### src/design/afs_map.svh
`ifndef AFS_MAP_SVH
`define AFS_MAP_SVH

// bus address: fixed prefix then two strap bits
`define AFS_ADDR_PREFIX   5'h1b

// register offsets
`define AFS_OFF_LAT_PROT  8'h00
`define AFS_OFF_LAT_CHAN  8'h01
`define AFS_OFF_DIAG_A    8'h02
`define AFS_OFF_DIAG_B    8'h03
`define AFS_OFF_LIVE      8'h04
`define AFS_OFF_OUTST     8'h05
`define AFS_OFF_PLAY      8'h06
`define AFS_OFF_DMODE     8'h07
`define AFS_OFF_GAIN      8'h08
`define AFS_OFF_OCP       8'h09
`define AFS_OFF_FSW       8'h0a
`define AFS_OFF_DIAGCTL   8'h0b
`define AFS_OFF_OUTCTL_A  8'h0c
`define AFS_OFF_OUTCTL_B  8'h0d
`define AFS_OFF_DCTHR     8'h10
`define AFS_OFF_THERM     8'h13

// field positions
`define AFS_PROT_DC_ANY   1
`define AFS_PROT_OC_ANY   2
`define AFS_FAULT_CLR_BIT 7

// reset values
`define AFS_LAT_RST       8'h00
`define AFS_GAIN_RST      8'haa
`define AFS_OCP_RST       8'hf0
`define AFS_FSW_RST       8'h0d
`define AFS_CTL_RST       8'h00

// temperature warning codes on bits 7..5 of the live register
`define AFS_OTW_NONE      3'h0
`define AFS_OTW_WARN      3'h1
`define AFS_OTW_LVL1      3'h3
`define AFS_OTW_LVL2      3'h5
`define AFS_OTW_LVL3      3'h7

`endif

### src/design/afs_pkg.sv
package afs_pkg;

    typedef enum logic [3:0] {
        AFS_IDLE     = 4'h0,
        AFS_ADDR     = 4'h1,
        AFS_ACK_ADDR = 4'h2,
        AFS_SUB      = 4'h3,
        AFS_ACK_SUB  = 4'h4,
        AFS_WDATA    = 4'h5,
        AFS_ACK_WR   = 4'h6,
        AFS_RDATA    = 4'h7,
        AFS_RACK     = 4'h8
    } afs_state_t;

    typedef struct packed {
        afs_state_t       st;
        logic [3:0]       cnt;
        logic [7:0]       shreg;
        logic [7:0]       ptr;
        logic             rw;
        logic             mack;
        logic             scl_q;
        logic             sda_q;
        logic             oe;
        logic [1:0]       strap;
        logic             strap_ok;
        logic [3:0][7:0]  lat;
        logic [6:0][7:0]  ctl;
    } afs_st_t;

endpackage : afs_pkg

### src/design/afs_regs.sv
`timescale 1ns/1ns
`include "afs_map.svh"

// Notes on behaviour
// - slave address is 11011, two strap bits, then read/write bit
// - offsets 0x00-0x07 are read-only; writes leave them unchanged
// - offsets 0x08-0x0D and 0x10 are writable controls; 0x08 holds gains
// - 0x0E, 0x0F unused; 0x13 reads thermal shutdown and foldback status
// - protection latch bits 0-3: temp warn, dc any, overcurrent any, temp off
// - protection latch bits 4-7: pump uv, analog uv, stage uv, stage ov
// - channel latch bits 0-3 record overcurrent shutdown, channels 1-4
// - channel latch bits 4-7 record dc offset, channels 1-4
// - diag latch A bits 0-3: channel 1 gnd, supply, shorted, open
// - diag latch A bits 4-7: channel 2, open load in bit 7
// - diag latch B bits 0-3: channel 3 gnd, supply, shorted, open
// - diag latch B bits 4-7: channel 4, open load in bit 7
// - live register bits 0-4 show present faults, not latched
// - live bits 7-5 encode warning 001, 011, 101, 111
// - registers 0x00-0x04 read zero after power-up
// - each written data byte acked, pointer advances by one
// - slave only, up to 400 kbps, never holds the clock line
// - address strap also selects oscillator leader or follower role
module afs_regs (
    // system
    input  wire logic        clk_i,
    input  wire logic        sys_rst_i,
    // serial bus and strap
    input  wire logic        scl_i,
    input  wire logic        sda_i,
    output logic             sda_o,
    output logic             sda_oe_o,
    input  wire logic [1:0]  addr_sel_i,
    output logic [1:0]       osc_role_o,
    // fault events, one bit per cause
    input  wire logic [7:0]  prot_evt_i,
    input  wire logic [7:0]  chan_evt_i,
    input  wire logic [7:0]  diag_a_evt_i,
    input  wire logic [7:0]  diag_b_evt_i,
    // live status
    input  wire logic [4:0]  live_fault_i,
    input  wire logic [2:0]  otw_level_i,
    input  wire logic [7:0]  out_state_i,
    input  wire logic [7:0]  play_mute_i,
    input  wire logic [7:0]  diag_mode_i,
    input  wire logic [7:0]  thermal_i,
    // control registers
    output logic [7:0]       gain_ctl_o,
    output logic [7:0]       ocp_ctl_o,
    output logic [7:0]       fsw_ctl_o,
    output logic [7:0]       diag_ctl_o,
    output logic [7:0]       out_ctl_a_o,
    output logic [7:0]       out_ctl_b_o,
    output logic [7:0]       dc_thr_o,
    output logic             fault_clr_o
);

    afs_pkg::afs_st_t r_r;
    afs_pkg::afs_st_t r_nxt;
    logic             scl_rise;
    logic             scl_fall;
    logic             start_cond;
    logic             stop_cond;
    logic             wr_commit;
    logic             clr_pulse;
    logic [7:0]       live_byte;
    logic [7:0]       rd_byte;

    // map a 0-4 temperature level to the three-bit warning code
    function automatic logic [2:0] afs_otw_code(input logic [2:0] lvl);
        case (lvl)
            3'h1:    afs_otw_code = `AFS_OTW_WARN;
            3'h2:    afs_otw_code = `AFS_OTW_LVL1;
            3'h3:    afs_otw_code = `AFS_OTW_LVL2;
            3'h4:    afs_otw_code = `AFS_OTW_LVL3;
            default: afs_otw_code = `AFS_OTW_NONE;
        endcase
    endfunction : afs_otw_code

    // control slot for an offset, 7 when not writable
    function automatic logic [2:0] afs_ctl_idx(input logic [7:0] a);
        case (a)
            `AFS_OFF_GAIN:     afs_ctl_idx = 3'h0;
            `AFS_OFF_OCP:      afs_ctl_idx = 3'h1;
            `AFS_OFF_FSW:      afs_ctl_idx = 3'h2;
            `AFS_OFF_DIAGCTL:  afs_ctl_idx = 3'h3;
            `AFS_OFF_OUTCTL_A: afs_ctl_idx = 3'h4;
            `AFS_OFF_OUTCTL_B: afs_ctl_idx = 3'h5;
            `AFS_OFF_DCTHR:    afs_ctl_idx = 3'h6;
            default:           afs_ctl_idx = 3'h7;
        endcase
    endfunction : afs_ctl_idx

    assign live_byte = {afs_otw_code(otw_level_i), live_fault_i};

    always_comb begin
        case (r_r.ptr)
            `AFS_OFF_LAT_PROT: rd_byte = r_r.lat[0];
            `AFS_OFF_LAT_CHAN: rd_byte = r_r.lat[1];
            `AFS_OFF_DIAG_A:   rd_byte = r_r.lat[2];
            `AFS_OFF_DIAG_B:   rd_byte = r_r.lat[3];
            `AFS_OFF_LIVE:     rd_byte = live_byte;
            `AFS_OFF_OUTST:    rd_byte = out_state_i;
            `AFS_OFF_PLAY:     rd_byte = play_mute_i;
            `AFS_OFF_DMODE:    rd_byte = diag_mode_i;
            `AFS_OFF_THERM:    rd_byte = thermal_i;
            default: begin
                // unused offsets, 0x0e and 0x0f among them, read zero
                if (afs_ctl_idx(r_r.ptr) != 3'h7) begin
                    rd_byte = r_r.ctl[afs_ctl_idx(r_r.ptr)];
                end else begin
                    rd_byte = 8'h00;
                end
            end
        endcase
    end

    assign scl_rise   = scl_i & ~r_r.scl_q;
    assign scl_fall   = ~scl_i & r_r.scl_q;
    assign start_cond = scl_i & r_r.scl_q & r_r.sda_q & ~sda_i;
    assign stop_cond  = scl_i & r_r.scl_q & ~r_r.sda_q & sda_i;
    assign wr_commit  = (r_r.st == afs_pkg::AFS_WDATA) & scl_fall
                        & (r_r.cnt == 4'h8);
    // fault clear acts on the write itself, not on a stored bit
    assign clr_pulse  = wr_commit & (r_r.ptr == `AFS_OFF_OUTCTL_B)
                        & r_r.shreg[`AFS_FAULT_CLR_BIT];

    always_comb begin
        r_nxt       = r_r;
        r_nxt.scl_q = scl_i;
        r_nxt.sda_q = sda_i;
        if (!r_r.strap_ok) begin
            r_nxt.strap    = addr_sel_i;
            r_nxt.strap_ok = 1'b1;
        end
        // set wins over a clear in the same cycle
        r_nxt.lat[0] = (r_r.lat[0] & ~{8{clr_pulse}}) | prot_evt_i
                       | {5'h00, |chan_evt_i[3:0], |chan_evt_i[7:4], 1'b0};
        r_nxt.lat[1] = (r_r.lat[1] & ~{8{clr_pulse}}) | chan_evt_i;
        r_nxt.lat[2] = (r_r.lat[2] & ~{8{clr_pulse}})
                       | diag_a_evt_i;
        r_nxt.lat[3] = (r_r.lat[3] & ~{8{clr_pulse}})
                       | diag_b_evt_i;

        if (start_cond) begin
            r_nxt.st  = afs_pkg::AFS_ADDR;
            r_nxt.cnt = 4'h0;
            r_nxt.oe  = 1'b0;
        end else if (stop_cond) begin
            r_nxt.st = afs_pkg::AFS_IDLE;
            r_nxt.oe = 1'b0;
        end else begin
            case (r_r.st)
                afs_pkg::AFS_IDLE: begin
                    r_nxt.oe = 1'b0;
                end
                afs_pkg::AFS_ADDR,
                afs_pkg::AFS_SUB,
                afs_pkg::AFS_WDATA: begin
                    if (scl_rise && r_r.cnt != 4'h8) begin
                        r_nxt.shreg = {r_r.shreg[6:0], sda_i};
                        r_nxt.cnt   = r_r.cnt + 4'h1;
                    end else if (scl_fall && r_r.cnt == 4'h8) begin
                        r_nxt.cnt = 4'h0;
                        if (r_r.st == afs_pkg::AFS_ADDR) begin
                            if (r_r.shreg[7:1] ==
                                {`AFS_ADDR_PREFIX, r_r.strap}) begin
                                r_nxt.rw = r_r.shreg[0];
                                r_nxt.oe = 1'b1;
                                r_nxt.st = afs_pkg::AFS_ACK_ADDR;
                            end else begin
                                r_nxt.st = afs_pkg::AFS_IDLE;
                            end
                        end else if (r_r.st == afs_pkg::AFS_SUB) begin
                            r_nxt.ptr = r_r.shreg;
                            r_nxt.oe  = 1'b1;
                            r_nxt.st  = afs_pkg::AFS_ACK_SUB;
                        end else begin
                            // read-only offsets take no write
                            if (afs_ctl_idx(r_r.ptr) != 3'h7) begin
                                r_nxt.ctl[afs_ctl_idx(r_r.ptr)] = r_r.shreg;
                            end
                            r_nxt.ptr = r_r.ptr + 8'h01;
                            r_nxt.oe  = 1'b1;
                            r_nxt.st  = afs_pkg::AFS_ACK_WR;
                        end
                    end
                end
                afs_pkg::AFS_ACK_ADDR: begin
                    if (scl_fall) begin
                        if (r_r.rw) begin
                            r_nxt.shreg = rd_byte;
                            r_nxt.ptr   = r_r.ptr + 8'h01;
                            r_nxt.oe    = ~rd_byte[7];
                            r_nxt.st    = afs_pkg::AFS_RDATA;
                        end else begin
                            r_nxt.oe = 1'b0;
                            r_nxt.st = afs_pkg::AFS_SUB;
                        end
                    end
                end
                afs_pkg::AFS_ACK_SUB,
                afs_pkg::AFS_ACK_WR: begin
                    if (scl_fall) begin
                        r_nxt.oe = 1'b0;
                        r_nxt.st = afs_pkg::AFS_WDATA;
                    end
                end
                afs_pkg::AFS_RDATA: begin
                    if (scl_fall) begin
                        r_nxt.shreg = {r_r.shreg[6:0], 1'b0};
                        r_nxt.cnt   = r_r.cnt + 4'h1;
                        if (r_r.cnt == 4'h7) begin
                            r_nxt.oe  = 1'b0;
                            r_nxt.cnt = 4'h0;
                            r_nxt.st  = afs_pkg::AFS_RACK;
                        end else begin
                            r_nxt.oe = ~r_r.shreg[6];
                        end
                    end
                end
                afs_pkg::AFS_RACK: begin
                    if (scl_rise) begin
                        r_nxt.mack = ~sda_i;
                    end else if (scl_fall) begin
                        if (r_r.mack) begin
                            r_nxt.shreg = rd_byte;
                            r_nxt.ptr   = r_r.ptr + 8'h01;
                            r_nxt.oe    = ~rd_byte[7];
                            r_nxt.st    = afs_pkg::AFS_RDATA;
                        end else begin
                            r_nxt.st = afs_pkg::AFS_IDLE;
                        end
                    end
                end
                default: begin
                    r_nxt.st = afs_pkg::AFS_IDLE;
                    r_nxt.oe = 1'b0;
                end
            endcase
        end
    end

    always_ff @(posedge clk_i or posedge sys_rst_i) begin
        if (sys_rst_i) begin
            r_r        <= '0;
            r_r.st     <= afs_pkg::AFS_IDLE;
            r_r.scl_q  <= 1'b1;
            r_r.sda_q  <= 1'b1;
            r_r.ctl[0] <= `AFS_GAIN_RST;
            r_r.ctl[1] <= `AFS_OCP_RST;
            r_r.ctl[2] <= `AFS_FSW_RST;
            r_r.ctl[3] <= `AFS_CTL_RST;
            r_r.ctl[4] <= `AFS_CTL_RST;
            r_r.ctl[5] <= `AFS_CTL_RST;
            r_r.ctl[6] <= `AFS_CTL_RST;
        end else begin
            r_r <= r_nxt;
        end
    end

    // only the data line is ever driven, and only low
    assign sda_o       = 1'b0;
    assign sda_oe_o    = r_r.oe;
    assign osc_role_o  = r_r.strap;
    assign gain_ctl_o  = r_r.ctl[0];
    assign ocp_ctl_o   = r_r.ctl[1];
    assign fsw_ctl_o   = r_r.ctl[2];
    assign diag_ctl_o  = r_r.ctl[3];
    assign out_ctl_a_o = r_r.ctl[4];
    assign out_ctl_b_o = r_r.ctl[5];
    assign dc_thr_o    = r_r.ctl[6];
    assign fault_clr_o = clr_pulse;
endmodule : afs_regs

### config.mk
export PLATFORM = sky130hd
export DESIGN_NAME = afs_regs
export DESIGN_NICKNAME = d
export VERILOG_FILES = /design/src/design/afs_pkg.sv /design/src/design/afs_regs.sv
export VERILOG_INCLUDE_DIRS = /design/src /design/src/design
export SDC_FILE = /design/constraint.sdc
export NUM_CORES = 1
export LEC_CHECK = 0
export BUFFER_PORTS_ARGS = -buffer_cell sky130_fd_sc_hd__buf_2
export CAP_MARGIN = 5
export CORE_UTILIZATION = 40
export DETAILED_ROUTE_END_ITERATION = 10
export PLACE_DENSITY = 0.63
export SETUP_SLACK_MARGIN = 0.1
export SLEW_MARGIN = 20
export SYNTH_ARGS = -nofsm -noshare
export SYNTH_HDL_FRONTEND = slang
export SYNTH_SLANG_ARGS = --single-unit
### constraint.sdc
create_clock -name clk_i -period 4.4 [get_ports clk_i]
set_input_delay 0.88 -clock clk_i [delete_from_list [all_inputs] [get_ports clk_i]]
set_output_delay 0.88 -clock clk_i [all_outputs]
set_load 0.02 [all_outputs]
==> flow_metrics.py <==
metrics = {
    "status": {
        "status": "finished clean",
    },
    "clocking": {
        "post-cts-setup-buffers": 0,
        "cts-resized-gates": 0,
        "clock_path_buffers": 2,
        "cts_tree": "built",
        "cts_hold_buf": 0,
        "htree_levels": 4,
        "numCtsBuffers": 17,
        "cts-root-buf": "clkbuf_16",
        "clock_latency_ns": 0.42,
        "clkSinkCount": 120,
        "clk_pin_slew_ns": 0.06,
    },
    "floorplanning": {
        "fp.dieW_um": 136,
        "die_h_um": 136,
        "row_count": 48,
        "num_io_pins": 139,
        "initial_core_util": 0.412,
        "die_area_um2": 18600,
        "core_area_um2": 17500,
    },
    "pwr": {
        "switching_share": 0.311,
        "power.switching_w": 0.00111,
        "p_per_area_nw_per_um2": 433,
        "peakVddDrop_v": 0.000298,
        "comb_power_share": 0.200,
        "pwr-share-seq": 0.355,
        "power_leakage_nw": 3.72,
        "clkPwrFrac": 0.445,
        "p_int_w": 0.00247,
    },
    "place": {
        "dpl.hpwl_um": 14700,
        "dp.cells": 1009,
        "port_buffers": 137,
        "finalWeightedCongestion": 0.902,
    },
    "worst_setup_path": {
        "worstPathArrival_ns": 2.87,
        "crit_type": "in -> out",
        "cp-startpoint": "scl_i",
        "r2r-start": "r_r[96]",
        "critPathLaunchType": "input port",
        "required_ns": 3.52,
        "path_max_fanout": 10,
        "cp-end-kind": "output pin",
    },
    "detailed_routing": {
        "wl_met3_um": 1450,
        "viasPerCell": 5.77,
        "topRoutingLayerUsed": "met4",
        "post_drt_wl_per_cell_um": 19.8,
        "drt_iter0_drc": 632,
        "postRouteWirelength_um": 20600,
        "vias": 6005,
        "final_antenna_net_count": 0,
        "wl_met2_um": 9360,
        "drc": 0,
        "drt-pass1-iter-count": 5,
        "wl_met1_um": 9250,
    },
    "min_path": {
        "hp-class": "reg -> reg",
        "worstHoldStart": "r_r[78]",
    },
    "synthesis": {
        "netlist-cell-type-count": 71,
        "yosys_most_used_dff": "dfrtp_1",
        "syn-cell-area_um2": 7210,
        "async_flop_share": 1.00,
        "synth_seq_area_share": 0.419,
        "syn_nets": 833,
        "synth_edf_count": 0,
        "synth-seq-cells": 120,
        "synthCells": 749,
        "ys_warn_count": 0,
        "syn_area_per_cell_um2": 9.62,
    },
    "final_layout": {
        "nFillCells": 1646,
        "n_antenna_cell": 0,
        "instances_no_fill": 1041,
        "nets": 887,
        "drive_gt1_frac": 0.328,
        "fin_util": 0.473,
        "multi_input_area_um2": 3480,
        "layout.area.seq_um2": 3020,
        "syn2layout_area_growth_pct": 14.7,
    },
    "timing": {
        "fmax_mhz": 267,
        "fin_skew_ns": 0.0105,
        "slew_violations": 0,
        "hold_viol": 0,
        "rsz0062_at_grt": "false",
        "period_needed_ns": 3.75,
        "finalSetupViolCount": 0,
        "max_slew_margin": 0.334,
        "worst_slew_pin_slew_ns": 0.995,
        "setup_tns_ns": 0,
        "finalCritPeriodShare": 0.852,
    },
    "job": {
        "maxCapViolations": 0,
    },
    "grt": {
        "grt_pass1_vias": 5860,
        "grt_pass1_wl_um": 32800,
        "grt_start_max_net_pins": 70,
        "antenna_found_initial": 0,
        "overflow": 0,
        "grt_use_total": 0.235,
    },
}
placed cells by master, fill, tap and decap left out, types with 14 or more instances in the layout:
cell,instances
a21oi_1,30
nand3_1,19
inv_1,14
nor2_1,39
o21ai_0,43
mux2_2,54
dfrtp_1,107
a21o_1,34
nand2_1,66
clkbuf_16,17
buf_2,137
a22oi_1,28
worst max-delay path, stage by stage:
cell	delay [ns]
buf_2	0.15
nand2b_1	0.31
nor2_2	0.40
nand4_2	0.38
or3_1	0.53
inv_1	0.07
buf_2	0.15
cells by family (layout without fill, tap and decap cells):
logic type      after synthesis  after routing  share of synthesized area
compound gates              225            225                      0.217
xor+xnor                      8              8                    0.00972
fa+ha+maj                     6              6                     0.0104
buf+inv                     125            192                     0.0988
flops                       120            120                      0.419
mux                          66             66                      0.106
other cells                   2              2                    0.00104
simple gates                197            197                      0.139
routing by layer:
metal | vias to the layer above | track usage
li1 | 2787 | -
met1 | 2928 | 0.325
met2 | 252 | 0.355
met3 | 38 | 0.0529
met4 | 0 | 0.0938
met5 | - | 0
power by group through the flow:
stage | combinational, W | sequential (W) | clock [W]
global placement | 0.000699 | 0.00129 | 0
CTS | 0.000705 | 0.00127 | 0.00162
finish | 0.000715 | 0.00127 | 0.00160
global route | 0.000776 | 0.00128 | 0.00168
detailed placement | 0.000702 | 0.00129 | 0
floorplan | 0.000539 | 0.00119 | 0
final timing paths:
check / cells after the start / end / slack (ns)
max in group asynchronous: 3 / ocp_ctl_o[5] / 3.01
max reg2reg: 7 / gain_ctl_o[2] / 0.96
max: 7 / fault_clr_o / 0.65
min in group asynchronous: 2 / r_r[94] / 0.56
min: 1 / r_r[78] / 0.47
min reg2reg: 1 / r_r[78] / 0.47
per-stage QoR:
step / cell area (µm²) / setup WS, ns / power (W) / hold WS [ns]
after floorplan: 7210 / 0.356 / 0.00173 / 0.445
after global placement: 7590 / 0.768 / 0.00199 / 0.457
after detailed placement: 7590 / 0.740 / 0.00199 / 0.462
after CTS: 8270 / 0.700 / 0.00359 / 0.475
after global routing: 8270 / 0.499 / 0.00373 / 0.484
final: 8270 / 0.652 / 0.00358 / 0.470
registers in the layout, summed over array words and instances (netlist names):
name and cells:
r_r 61, osc_role_o 2, gain_ctl_o 8, out_ctl_a_o 8
fsw_ctl_o 8, sda_oe_o 1, diag_ctl_o 8, dc_thr_o 8
ocp_ctl_o 8, out_ctl_b_o 8
synthesized netlist by cell type, types with 3 or more instances:
library cell / count / area (µm²)
nand2_1: 66 / 248
a21boi_0: 6 / 45.0
nor4_1: 4 / 25.0
dfrtp_1: 107 / 2680
clkbuf_1: 41 / 154
xor2_1: 4 / 35.0
buf_1: 3 / 11.3
nand4_1: 5 / 31.3
a211o_1: 4 / 35.0
and3_1: 6 / 37.5
a21o_1: 34 / 255
mux2_4: 7 / 105
nand3b_1: 4 / 30.0
o22ai_1: 9 / 56.3
a41oi_1: 3 / 26.3
xnor2_1: 4 / 35.0
nor3_1: 10 / 50.1
a22oi_1: 28 / 210
a31oi_1: 9 / 56.3
nor2_1: 39 / 146
nand2b_1: 8 / 50.1
o21ai_0: 43 / 215
nand3_1: 19 / 95.1
dfstp_2: 13 / 342
a21oi_1: 30 / 150
or3_1: 5 / 31.3
mux2i_1: 5 / 50.1
o211ai_1: 9 / 67.6
o31ai_1: 3 / 22.5
nor2b_1: 8 / 50.1
buf_4: 59 / 443
a211oi_1: 5 / 37.5
mux2_2: 54 / 608
a22o_1: 5 / 43.8
or4_1: 4 / 30.0
buf_2: 5 / 25.0
a221oi_1: 5 / 43.8
inv_1: 15 / 56.3
ha_1: 6 / 75.1
o2bb2ai_1: 3 / 26.3
o22a_1: 8 / 70.1
area by class of cell:
cell class / count / share of cell area
clock buffer: 17 / 0.0514
clock inverter: 15 / 0.0301
inverter: 15 / 0.00711
multi-input combinational: 504 / 0.420
sequential: 120 / 0.365
tap: 225 / 0.0340
timing repair buffer: 145 / 0.0917
Note: power is estimated with default switching activity, not from simulation.
